$ cat config.mk
export PLATFORM = sky130hd
export DESIGN_NAME = dpl_core
export DESIGN_NICKNAME = d
export VERILOG_FILES = /design/src/dpl_pkg.sv /design/src/dpl_core.sv
export SDC_FILE = /design/constraint.sdc
export NUM_CORES = 1
export LEC_CHECK = 0
export BUFFER_PORTS_ARGS = -buffer_cell sky130_fd_sc_hd__buf_2
export CAP_MARGIN = 20
export CORE_MARGIN = 2
export CORE_UTILIZATION = 40
export CTS_BUF_LIST = sky130_fd_sc_hd__clkbuf_4 sky130_fd_sc_hd__clkbuf_8
export CTS_CLUSTER_DIAMETER = 120
export DETAILED_ROUTE_END_ITERATION = 10
export GPL_ROUTABILITY_DRIVEN = 0
export RECOVER_POWER = 50
export REMOVE_ABC_BUFFERS = 1
export SYNTH_ARGS = -nofsm -noshare
export SYNTH_HDL_FRONTEND = slang
export SYNTH_SLANG_ARGS = --single-unit
$ cat constraint.sdc
create_clock -name CLOCK -period 2.9 [get_ports CLOCK]
set_clock_uncertainty 0.1 [all_clocks]
set_input_delay 0.29 -clock CLOCK [delete_from_list [all_inputs] [get_ports CLOCK]]
set_output_delay 0.29 -clock CLOCK [all_outputs]
set_load 0.02 [all_outputs]
$ cat src/dpl_pkg.sv
// Constants for the data-processor D-bus latch and M-bus control block.
// Assumes one 200 MHz clock and a plain register port on the module.
// Contract
// - Sixteen 4-bit tag or level entries
// - Low displays at 0-2, current elsewhere
// - Address computation spans exactly two clocks
// - Tags driven to and captured from [3:4]
// - Dual-port tags: M-bus field and condition lines
// - 51-bit latch loaded by hold or microword
// - Latch transparent while open
// - Latch closes and holds captured data
// - Latch output enables versus literal and isolate
// - Tags have highest D-bus priority
// - Level/offset output has second priority
// - Isolate/literal third, closed latch default; an open latch ranks above isolate/literal
// - Parity checked when latch links M-bus
// - Enables decoded only when unit addressed
// - 3-bit bus field selects one module
// - Memory seizes bus to write latch
// - Wired-OR hold; scan select-status lines
// - Hold overrides programmed enables, enables requestor
// - Highest-priority requestor granted first
// - Display freezes, update runs, unselected frozen
// - General clear zeroes all shift registers; the control register keeps its value
package dpl_pkg;
  localparam int LATCH_W = 51;
  localparam int TAG_W = 4;
  localparam int TAG_N = 16;
  localparam int OFFS_W = 16;
  localparam int NREQ = 3;
  // Clock and the two-clock translate sequence
  localparam int CLK_PERIOD_NS = 5;
  // Unit address of this data processor on the C-bus
  localparam logic [2:0] CBUS_SELF = 3'h0;
  // Module select codes of the bus field
  localparam logic [2:0] SEL_DATA_PROC = 3'h0;
  localparam logic [2:0] SEL_PROG_CTRL = 3'h1;
  localparam logic [2:0] SEL_MEM_CTRL = 3'h2;
  localparam logic [2:0] SEL_MSG_IO = 3'h3;
  localparam logic [2:0] SEL_IT = 3'h5;
  localparam logic [2:0] SEL_ADP = 3'h7;
  // C-bus command codes for this unit
  localparam logic [3:0] CMD_NOP = 4'h0;
  localparam logic [3:0] CMD_LITERAL = 4'h1;
  localparam logic [3:0] CMD_ISOLATE = 4'h2;
  localparam logic [3:0] CMD_LO_READ = 4'h3;
  // D-bus modify field
  localparam logic [1:0] MOD_NONE = 2'h0;
  localparam logic [1:0] MOD_DRIVE_TAG = 2'h1;
  localparam logic [1:0] MOD_LOAD_TAG = 2'h2;
  // D-bus source codes
  localparam logic [2:0] SRC_NONE = 3'h0;
  localparam logic [2:0] SRC_TAG = 3'h1;
  localparam logic [2:0] SRC_LO = 3'h2;
  localparam logic [2:0] SRC_ISOLIT = 3'h3;
  localparam logic [2:0] SRC_LATCH = 3'h4;
  // Field positions
  localparam int TAG_LSB = 0;
  localparam int MTAG_LSB = 48;
  localparam int MTAG_W = 3;
  // Level selector encoding: 0..2 low displays, 3 current display
  localparam logic [1:0] LVL_CURRENT = 2'h3;
  // Register map (byte addresses)
  localparam logic [7:0] A_STATUS = 8'h00;
  localparam logic [7:0] A_CONTROL = 8'h04;
  localparam logic [7:0] A_LATCH_LO = 8'h08;
  localparam logic [7:0] A_LATCH_HI = 8'h0C;
  localparam logic [7:0] A_TAG_BASE = 8'h40;
  localparam logic [7:0] A_TAG_END = 8'h7C;
  // Control fields and reset value
  localparam int C_PAR_EN = 0;
  localparam int C_LATCH_SEL = 1;
  localparam int C_CUR_LSB = 4;
  localparam logic [31:0] CONTROL_RST = 32'h0000_0031;
  // Status fields
  localparam int S_OPEN = 0;
  localparam int S_HOLD = 1;
  localparam int S_PERR = 2;
  localparam int S_GRANT_LSB = 4;
  localparam int S_SEQ_LSB = 8;
  typedef enum logic [1:0] {SEQ_IDLE, SEQ_FIRST, SEQ_SECOND} dpl_seq_t;
endpackage

$ cat src/dpl_core.sv
// Data-processor input path: tag/level store, display address sequence,
// 51-bit M-bus latch, D-bus source priority and M-bus ownership control.
// Assumes all inputs synchronous to CLOCK; the far side obeys hold rules.
//
// The plain strobed port and the register addresses are this design's own decisions.
`timescale 1ns/1ps
`default_nettype none
module dpl_core (
  input wire logic CLOCK,
  input wire logic RST,
  input wire logic GENERAL_CLEAR_N,
  input wire logic MAINTENANCE_CONTROL_MODE,
  input wire logic ABORT,
  input wire logic [7:0] REG_ADDR,
  input wire logic [31:0] REG_WDATA,
  input wire logic REG_WR,
  input wire logic REG_RD,
  output logic [31:0] REG_RDATA,
  input wire logic [2:0] CBUS_ADDR,
  input wire logic [3:0] CBUS_CMD,
  input wire logic [1:0] DBUS_MODIFY_FIELD,
  input wire logic LATCH_CTRL,
  input wire logic [2:0] BUS_SEL,
  input wire logic MEMORY_HOLD_REQUEST_N,
  input wire logic [2:0] REQUESTOR_SELECT_STATUS,
  input wire logic [50:0] MBUS_IN,
  input wire logic [50:0] ISOLIT_DATA,
  input wire logic [3:0] TAG_IDX_A,
  input wire logic [3:0] TAG_IDX_B,
  input wire logic TAG_TO_MBUS,
  input wire logic ADDRESS_TRANSLATE_SEQUENCE,
  input wire logic [1:0] LEVEL_SEL,
  input wire logic [15:0] OFFSET_IN,
  output logic [50:0] DBUS_OUT,
  output logic [2:0] DBUS_SRC,
  output logic LATCH_OE,
  output logic ISOLIT_OE,
  output logic LITERAL_EN,
  output logic ISOLATE_EN,
  output logic [3:0] DISPLAY_REG_ADDR,
  output logic ALU_ADD,
  output logic [2:0] MBUS_TAG_OUT,
  output logic MBUS_TAG_OE,
  output logic [3:0] COND_TAG,
  output logic [7:0] MODULE_ENABLES,
  output logic [2:0] MEM_CTRL_EN,
  output logic PROGRAM_HOLD,
  output logic PARITY_ERROR
);
  logic [3:0] tag_reg [0:15];
  logic [50:0] latch_reg;
  logic [31:0] control_reg;
  logic perr_reg;
  logic [15:0] offs_reg;
  logic [1:0] lvl_reg;
  dpl_pkg::dpl_seq_t seq_reg;
  dpl_pkg::dpl_seq_t seq_next;
  logic clear;
  logic hold;
  logic open_now;
  logic display_mode;
  logic update_mode;
  logic addressed;
  logic micro_ok;
  logic latch_run;
  logic iso_sel;
  logic lo_drive;
  logic [2:0] grant;
  logic [3:0] cur_idx;
  logic [3:0] tag_widx;

  // Lowest-numbered asserted select-status line has highest priority
  function automatic logic [2:0] pick_first(input logic [2:0] req);
    logic [2:0] g;
    g = 3'h0;
    if (req[0]) begin
      g = 3'h1;
    end else if (req[1]) begin
      g = 3'h2;
    end else if (req[2]) begin
      g = 3'h4;
    end
    return g;
  endfunction

  // Odd parity across the whole latch word
  function automatic logic parity_bad(input logic [50:0] w);
    return ~(^w);
  endfunction

  // Low displays sit at 0..2; current display wherever control points
  function automatic logic [3:0] display_addr(input logic [1:0] lvl, input logic [3:0] cur);
    logic [3:0] a;
    a = {2'h0, lvl};
    if (lvl == dpl_pkg::LVL_CURRENT) begin
      a = cur;
    end
    return a;
  endfunction

  // Shared decode terms
  always_comb begin
    clear = ~GENERAL_CLEAR_N;
    hold = ~MEMORY_HOLD_REQUEST_N;
    open_now = LATCH_CTRL | hold;
    display_mode = MAINTENANCE_CONTROL_MODE & ABORT;
    update_mode = MAINTENANCE_CONTROL_MODE & ~ABORT;
    // Microcode updates run normally or in update mode only
    micro_ok = ~MAINTENANCE_CONTROL_MODE | update_mode;
    // In maintenance mode microcode moves the latch only if selected
    latch_run = micro_ok & (~MAINTENANCE_CONTROL_MODE | control_reg[dpl_pkg::C_LATCH_SEL]);
    addressed = (CBUS_ADDR == dpl_pkg::CBUS_SELF);
    iso_sel = addressed & ((CBUS_CMD == dpl_pkg::CMD_LITERAL) | (CBUS_CMD == dpl_pkg::CMD_ISOLATE));
    lo_drive = (addressed & (CBUS_CMD == dpl_pkg::CMD_LO_READ)) | (seq_reg == dpl_pkg::SEQ_FIRST);
    grant = hold ? pick_first(REQUESTOR_SELECT_STATUS) : 3'h0;
    // Current display may not overlay the fixed low displays
    cur_idx = control_reg[dpl_pkg::C_CUR_LSB +: 4];
    if (cur_idx < 4'h3) begin
      cur_idx = 4'h3;
    end
    tag_widx = REG_ADDR[5:2];
  end

  // Two-clock translate: decode on the first, ALU adds on the second
  always_comb begin
    seq_next = seq_reg;
    case (seq_reg)
      dpl_pkg::SEQ_IDLE: begin
        if (ADDRESS_TRANSLATE_SEQUENCE & micro_ok) begin
          seq_next = dpl_pkg::SEQ_FIRST;
        end
      end
      dpl_pkg::SEQ_FIRST: begin
        seq_next = dpl_pkg::SEQ_SECOND;
      end
      default: begin
        seq_next = dpl_pkg::SEQ_IDLE;
      end
    endcase
  end

  // Sequence state and captured level/offset pair
  always_ff @(posedge CLOCK) begin
    if (RST | clear) begin
      seq_reg <= dpl_pkg::SEQ_IDLE;
      offs_reg <= 16'h0000;
      lvl_reg <= 2'h0;
    end else begin
      seq_reg <= seq_next;
      if ((seq_reg == dpl_pkg::SEQ_IDLE) & ADDRESS_TRANSLATE_SEQUENCE & micro_ok) begin
        offs_reg <= OFFSET_IN;
        lvl_reg <= LEVEL_SEL;
      end
    end
  end

  // Display register select and ALU add strobe
  always_ff @(posedge CLOCK) begin
    if (RST | clear) begin
      DISPLAY_REG_ADDR <= 4'h0;
      ALU_ADD <= 1'b0;
    end else begin
      if (seq_next == dpl_pkg::SEQ_FIRST) begin
        DISPLAY_REG_ADDR <= display_addr(LEVEL_SEL, cur_idx);
      end
      ALU_ADD <= (seq_next == dpl_pkg::SEQ_SECOND);
    end
  end

  // Latch: samples the M-bus each cycle while open and run by microcode or hold, holds once closed
  always_ff @(posedge CLOCK) begin
    if (RST | clear) begin
      latch_reg <= 51'h0;
    end else if (open_now & (latch_run | hold)) begin
      // Memory transfers land even when microcode is frozen
      latch_reg <= MBUS_IN;
    end
  end

  // Tag store: capture from M-bus [3:4] under modify, bus writes in display
  always_ff @(posedge CLOCK) begin
    if (RST | clear) begin
      for (int i = 0; i < dpl_pkg::TAG_N; i++) begin
        tag_reg[i] <= 4'h0;
      end
    end else if (display_mode) begin
      if (REG_WR & (REG_ADDR >= dpl_pkg::A_TAG_BASE) & (REG_ADDR <= dpl_pkg::A_TAG_END)) begin
        tag_reg[tag_widx] <= REG_WDATA[3:0];
      end
    end else if (DBUS_MODIFY_FIELD == dpl_pkg::MOD_LOAD_TAG) begin
      tag_reg[TAG_IDX_A] <= MBUS_IN[dpl_pkg::TAG_LSB +: dpl_pkg::TAG_W];
    end
  end

  // Dual tag read: port A to M-bus field, port B to condition lines
  always_ff @(posedge CLOCK) begin
    if (RST | clear) begin
      MBUS_TAG_OUT <= 3'h0;
      MBUS_TAG_OE <= 1'b0;
      COND_TAG <= 4'h0;
    end else begin
      MBUS_TAG_OUT <= tag_reg[TAG_IDX_A][dpl_pkg::MTAG_W-1:0];
      MBUS_TAG_OE <= TAG_TO_MBUS & addressed;
      COND_TAG <= tag_reg[TAG_IDX_B];
    end
  end

  // D-bus source priority: tag, level/offset, open latch, isolate, latch
  always_ff @(posedge CLOCK) begin
    if (RST | clear) begin
      DBUS_OUT <= 51'h0;
      DBUS_SRC <= dpl_pkg::SRC_NONE;
      LATCH_OE <= 1'b0;
      ISOLIT_OE <= 1'b0;
    end else begin
      LATCH_OE <= 1'b0;
      ISOLIT_OE <= 1'b0;
      if (DBUS_MODIFY_FIELD == dpl_pkg::MOD_DRIVE_TAG) begin
        DBUS_OUT <= {47'h0, tag_reg[TAG_IDX_A]};
        DBUS_SRC <= dpl_pkg::SRC_TAG;
      end else if (lo_drive) begin
        DBUS_OUT <= {33'h0, lvl_reg, offs_reg};
        DBUS_SRC <= dpl_pkg::SRC_LO;
      end else if (open_now) begin
        // Open latch wins over literal and isolate outputs
        DBUS_OUT <= MBUS_IN;
        DBUS_SRC <= dpl_pkg::SRC_LATCH;
        LATCH_OE <= 1'b1;
      end else if (iso_sel) begin
        DBUS_OUT <= ISOLIT_DATA;
        DBUS_SRC <= dpl_pkg::SRC_ISOLIT;
        ISOLIT_OE <= 1'b1;
      end else begin
        // Closed latch is the default source
        DBUS_OUT <= latch_reg;
        DBUS_SRC <= dpl_pkg::SRC_LATCH;
        LATCH_OE <= 1'b1;
      end
    end
  end

  // Submodule enables only when this unit is addressed
  always_ff @(posedge CLOCK) begin
    if (RST | clear) begin
      LITERAL_EN <= 1'b0;
      ISOLATE_EN <= 1'b0;
    end else begin
      LITERAL_EN <= addressed & (CBUS_CMD == dpl_pkg::CMD_LITERAL) & ~open_now;
      ISOLATE_EN <= addressed & (CBUS_CMD == dpl_pkg::CMD_ISOLATE) & ~open_now;
    end
  end

  // Bus ownership: hold suppresses programmed enables and grants one memory control
  always_ff @(posedge CLOCK) begin
    if (RST | clear) begin
      MODULE_ENABLES <= 8'h00;
      MEM_CTRL_EN <= 3'h0;
      PROGRAM_HOLD <= 1'b0;
    end else begin
      PROGRAM_HOLD <= hold;
      MEM_CTRL_EN <= grant;
      if (hold) begin
        MODULE_ENABLES <= 8'h00;
      end else begin
        // One-hot; code 2 reaches the memory control drivers
        MODULE_ENABLES <= 8'h01 << BUS_SEL;
      end
    end
  end

  // Parity check while the latch couples M-bus to D-bus; set wins over clear
  always_ff @(posedge CLOCK) begin
    if (RST | clear) begin
      perr_reg <= 1'b0;
      PARITY_ERROR <= 1'b0;
    end else begin
      PARITY_ERROR <= open_now & control_reg[dpl_pkg::C_PAR_EN] & parity_bad(MBUS_IN);
      if (open_now & control_reg[dpl_pkg::C_PAR_EN] & parity_bad(MBUS_IN)) begin
        perr_reg <= 1'b1;
      end else if (REG_WR & (REG_ADDR == dpl_pkg::A_STATUS) & REG_WDATA[dpl_pkg::S_PERR]) begin
        perr_reg <= 1'b0;
      end
    end
  end

  // Control register write
  always_ff @(posedge CLOCK) begin
    if (RST) begin
      control_reg <= dpl_pkg::CONTROL_RST;
    end else if (REG_WR & (REG_ADDR == dpl_pkg::A_CONTROL)) begin
      control_reg <= {24'h0, REG_WDATA[7:4], 2'h0, REG_WDATA[1:0]};
    end
  end

  // Register read, data valid the cycle after the strobe only
  always_ff @(posedge CLOCK) begin
    if (RST) begin
      REG_RDATA <= 32'h0000_0000;
    end else if (REG_RD) begin
      if (REG_ADDR == dpl_pkg::A_STATUS) begin
        REG_RDATA <= {22'h0, seq_reg, 1'b0, grant, 1'b0, perr_reg, hold, open_now};
      end else if (REG_ADDR == dpl_pkg::A_CONTROL) begin
        REG_RDATA <= control_reg;
      end else if (REG_ADDR == dpl_pkg::A_LATCH_LO) begin
        REG_RDATA <= latch_reg[31:0];
      end else if (REG_ADDR == dpl_pkg::A_LATCH_HI) begin
        REG_RDATA <= {13'h0, latch_reg[50:32]};
      end else if ((REG_ADDR >= dpl_pkg::A_TAG_BASE) & (REG_ADDR <= dpl_pkg::A_TAG_END)) begin
        REG_RDATA <= {28'h0, tag_reg[tag_widx]};
      end else begin
        REG_RDATA <= 32'h0000_0000;
      end
    end else begin
      REG_RDATA <= 32'h0000_0000;
    end
  end

endmodule
`default_nettype wire

==> impl_metrics.tcl <==
set metrics [dict create \
    start_kind "primary input" \
    synth_cell_types 50 \
    wl_met3_mm 3.16 \
    fmax_mhz 399 \
    cts_sinks 256 \
    internal-power_mw 6.67 \
    fill_cells 2666 \
    synthToLayoutAreaGrowth_pct 34.4 \
    highest_layer "met5" \
    cp_max_fo 37 \
    start_util 0.409 \
    avgSynthCellArea_um2 10.1 \
    pwr-share-clk 0.418 \
    worst_hold_slack_ns 0.0595 \
    grt_pass1_wl_mm 60.0 \
    endpoint_kind "register" \
    finalHoldViolCount 0 \
    powerDensity_mw_per_mm2 570 \
    fp.coreArea_mm2 0.0289 \
    pwr-share-seq 0.429 \
    wl_per_cell_um 20.2 \
    worst_ep_arrival_time_ns 2.81 \
    boundaryPins 310 \
    period_needed_ns 2.51 \
    clk_pin_slew_worst_paths_ns 0.07 \
    grt_max_degree 83 \
    comb_power_share 0.153 \
    run_status "complete, no violations" \
    cts_made_buffers 45 \
    ys_async_sr_fraction 0 \
    drv_slew 0 \
    p_switching_mw 2.38 \
    dp_slack_ns 0.295 \
    wl_met1_mm 16.1 \
    grt_antenna_before_repair 9 \
    synth_seq_area_share 0.488 \
    sw_frac_of_total 0.263 \
    r2r_start "control_reg[1]" \
    synth_compound_area_frac 0.102 \
    wl_met2_mm 19.5 \
    tritoncts "done" \
    ant_nets 0 \
    synth-simple-area-share 0.160 \
    startpoint "MEMORY_HOLD_REQUEST_N" \
    worstSetupPathType "in2reg" \
    synth-main-ff-cell "dfxtp_1" \
    grt_usage 0.256 \
    row_count 62 \
    muxShareOfSynthArea 0.175 \
    peakVddDrop_uv 333 \
    register_area_mm2 0.00577 \
    final_nets 1778 \
    timing.final.ws_setup_ns 0.394 \
    synth_top_family_by_area "multiplexers" \
    drc_errors 0 \
    clk_latency_ns 0.57 \
    htree_levels 2 \
    cap_viol_max_count 0 \
    drtIter0Drc 864 \
    critPathRequiredTime_ns 3.21 \
    drt_pass1_iterations 5 \
    slew_headroom 0.322 \
    portBuffers 285 \
    syn_area_mm2 0.0118 \
    dpl.hpwl_mm 28.4 \
    ctsResizeCount 0 \
    ys_ff_latch 256 \
    clock_path_buffers 3 \
    yosys_warnings 0 \
    die_w_um 176 \
    die_h_um 176 \
    synth-xor-area-share 0.0387 \
    routed_wl_mm 40.6 \
    cts_root_buf "clkbuf_8" \
    worst_pin_slew_ns 1.02 \
    hp-class "in2reg" \
    min_from "REG_RD" \
    grt-ovfl-total 0 \
    multi_input_area_mm2 0.00564 \
    synthAdderAreaFrac 0 \
    synthCells 1171 \
    via_count 10700 \
    layout_common_cells "192 x dfxtp_1, 185 x nand2_1, 172 x nor2_1" \
    fin_crit_sh 0.864 \
    layout_commonest_cell "dfxtp_1" \
    via_per_inst 5.32 \
    synth_edf_count 64 \
    drive_above_1_share 0.221 \
    die_area_mm2 0.0309 \
    setup_violations 0 \
    total_leakage_power_nw 6.53 \
    grt_pass1_vias 10400 \
    grt_setup_unrepaired "false" \
    largest_reg_flops 64 \
]
[what timing repair did]
action,4_1_cts,5_1_grt
hold buffers,127,0
endpoints found under the hold margin,126,0
setup buffers,0,0
[routing by layer]
metal | vias up | track usage
met5 | - | 0
met4 | 4 | 0.118
met3 | 114 | 0.0522
met2 | 492 | 0.430
met1 | 5140 | 0.316
li1 | 4948 | -
[metrics by stage]
stage,TNS [ns],std cells,utilization,area (µm²),power (mW)
detailed placement,0,1794,0.476,13700,5.23
global placement,0,1794,0.476,13700,5.21
CTS,0,2003,0.556,16000,9.12
floorplan,-74.73,1085,-,11400,4.66
finish,0,2010,0.550,15900,9.05
global route,0,2010,0.550,15900,9.38
[cell families (layout without fill, tap and decap cells)]
logic type,Yosys count,count (layout)
other,0,7
muxes,133,133
and+or+nand+nor,439,439
buffers and inverters,99,547
AOI/OAI and AO/OA,195,195
xor gates and xnor gates,49,49
DFF,256,256
[worst paths after layout]
check,to,slack [ns],cells past startpoint
max,latch_reg[18],0.39,6
min reg2reg,offs_reg[2],0.35,2
max reg2reg,latch_reg[18],0.44,7
min,REG_RDATA[3],0.06,3
[Yosys cell counts (all sizes together), types with 6 or more instances]
library cell  instances  share of area
dfxtp               192           0.33
nand2               189          0.061
nor2                172          0.055
a21oi               104          0.044
mux2i                72          0.061
edfxtp               64           0.16
mux4                 59           0.11
clkbuf               58          0.018
a211oi               56          0.036
xnor2                40          0.030
buf                  28          0.014
and2                 27          0.014
inv                  13         0.0041
nand2b               11         0.0065
o21ai                10         0.0042
nand3                 8         0.0034
xor2                  7         0.0052
nor3                  6         0.0025
[power by group through the flow]
| stage | clock network [mW] | registers, mW | logic (mW) |
|---|---|---|---|
| final | 3.78 | 3.88 | 1.39 |
| after global routing | 4.00 | 3.89 | 1.48 |
| after detailed placement | 0 | 3.95 | 1.27 |
| after CTS | 3.84 | 3.88 | 1.41 |
| after global placement | 0 | 3.95 | 1.26 |
| after floorplan | 0 | 3.98 | 0.680 |
[layout make-up]
cell class	count	share of cell area
sequential	256	0.363
multi-input combinational	816	0.355
timing repair buffer	452	0.182
clock buffer	74	0.0586
tap	384	0.0303
clock inverter	8	0.00686
inverter	13	0.00307
antenna	7	0.00110
[worst max-delay path, cell delays in order]
cell and delay [ns]:
dlygate4sd3_1 0.52, clkbuf_1 0.41, nand2_1 0.56, clkbuf_2 0.66
nand2_1 0.24, a21oi_1 0.09
No activity file was read; power rests on OpenSTA's default activity.
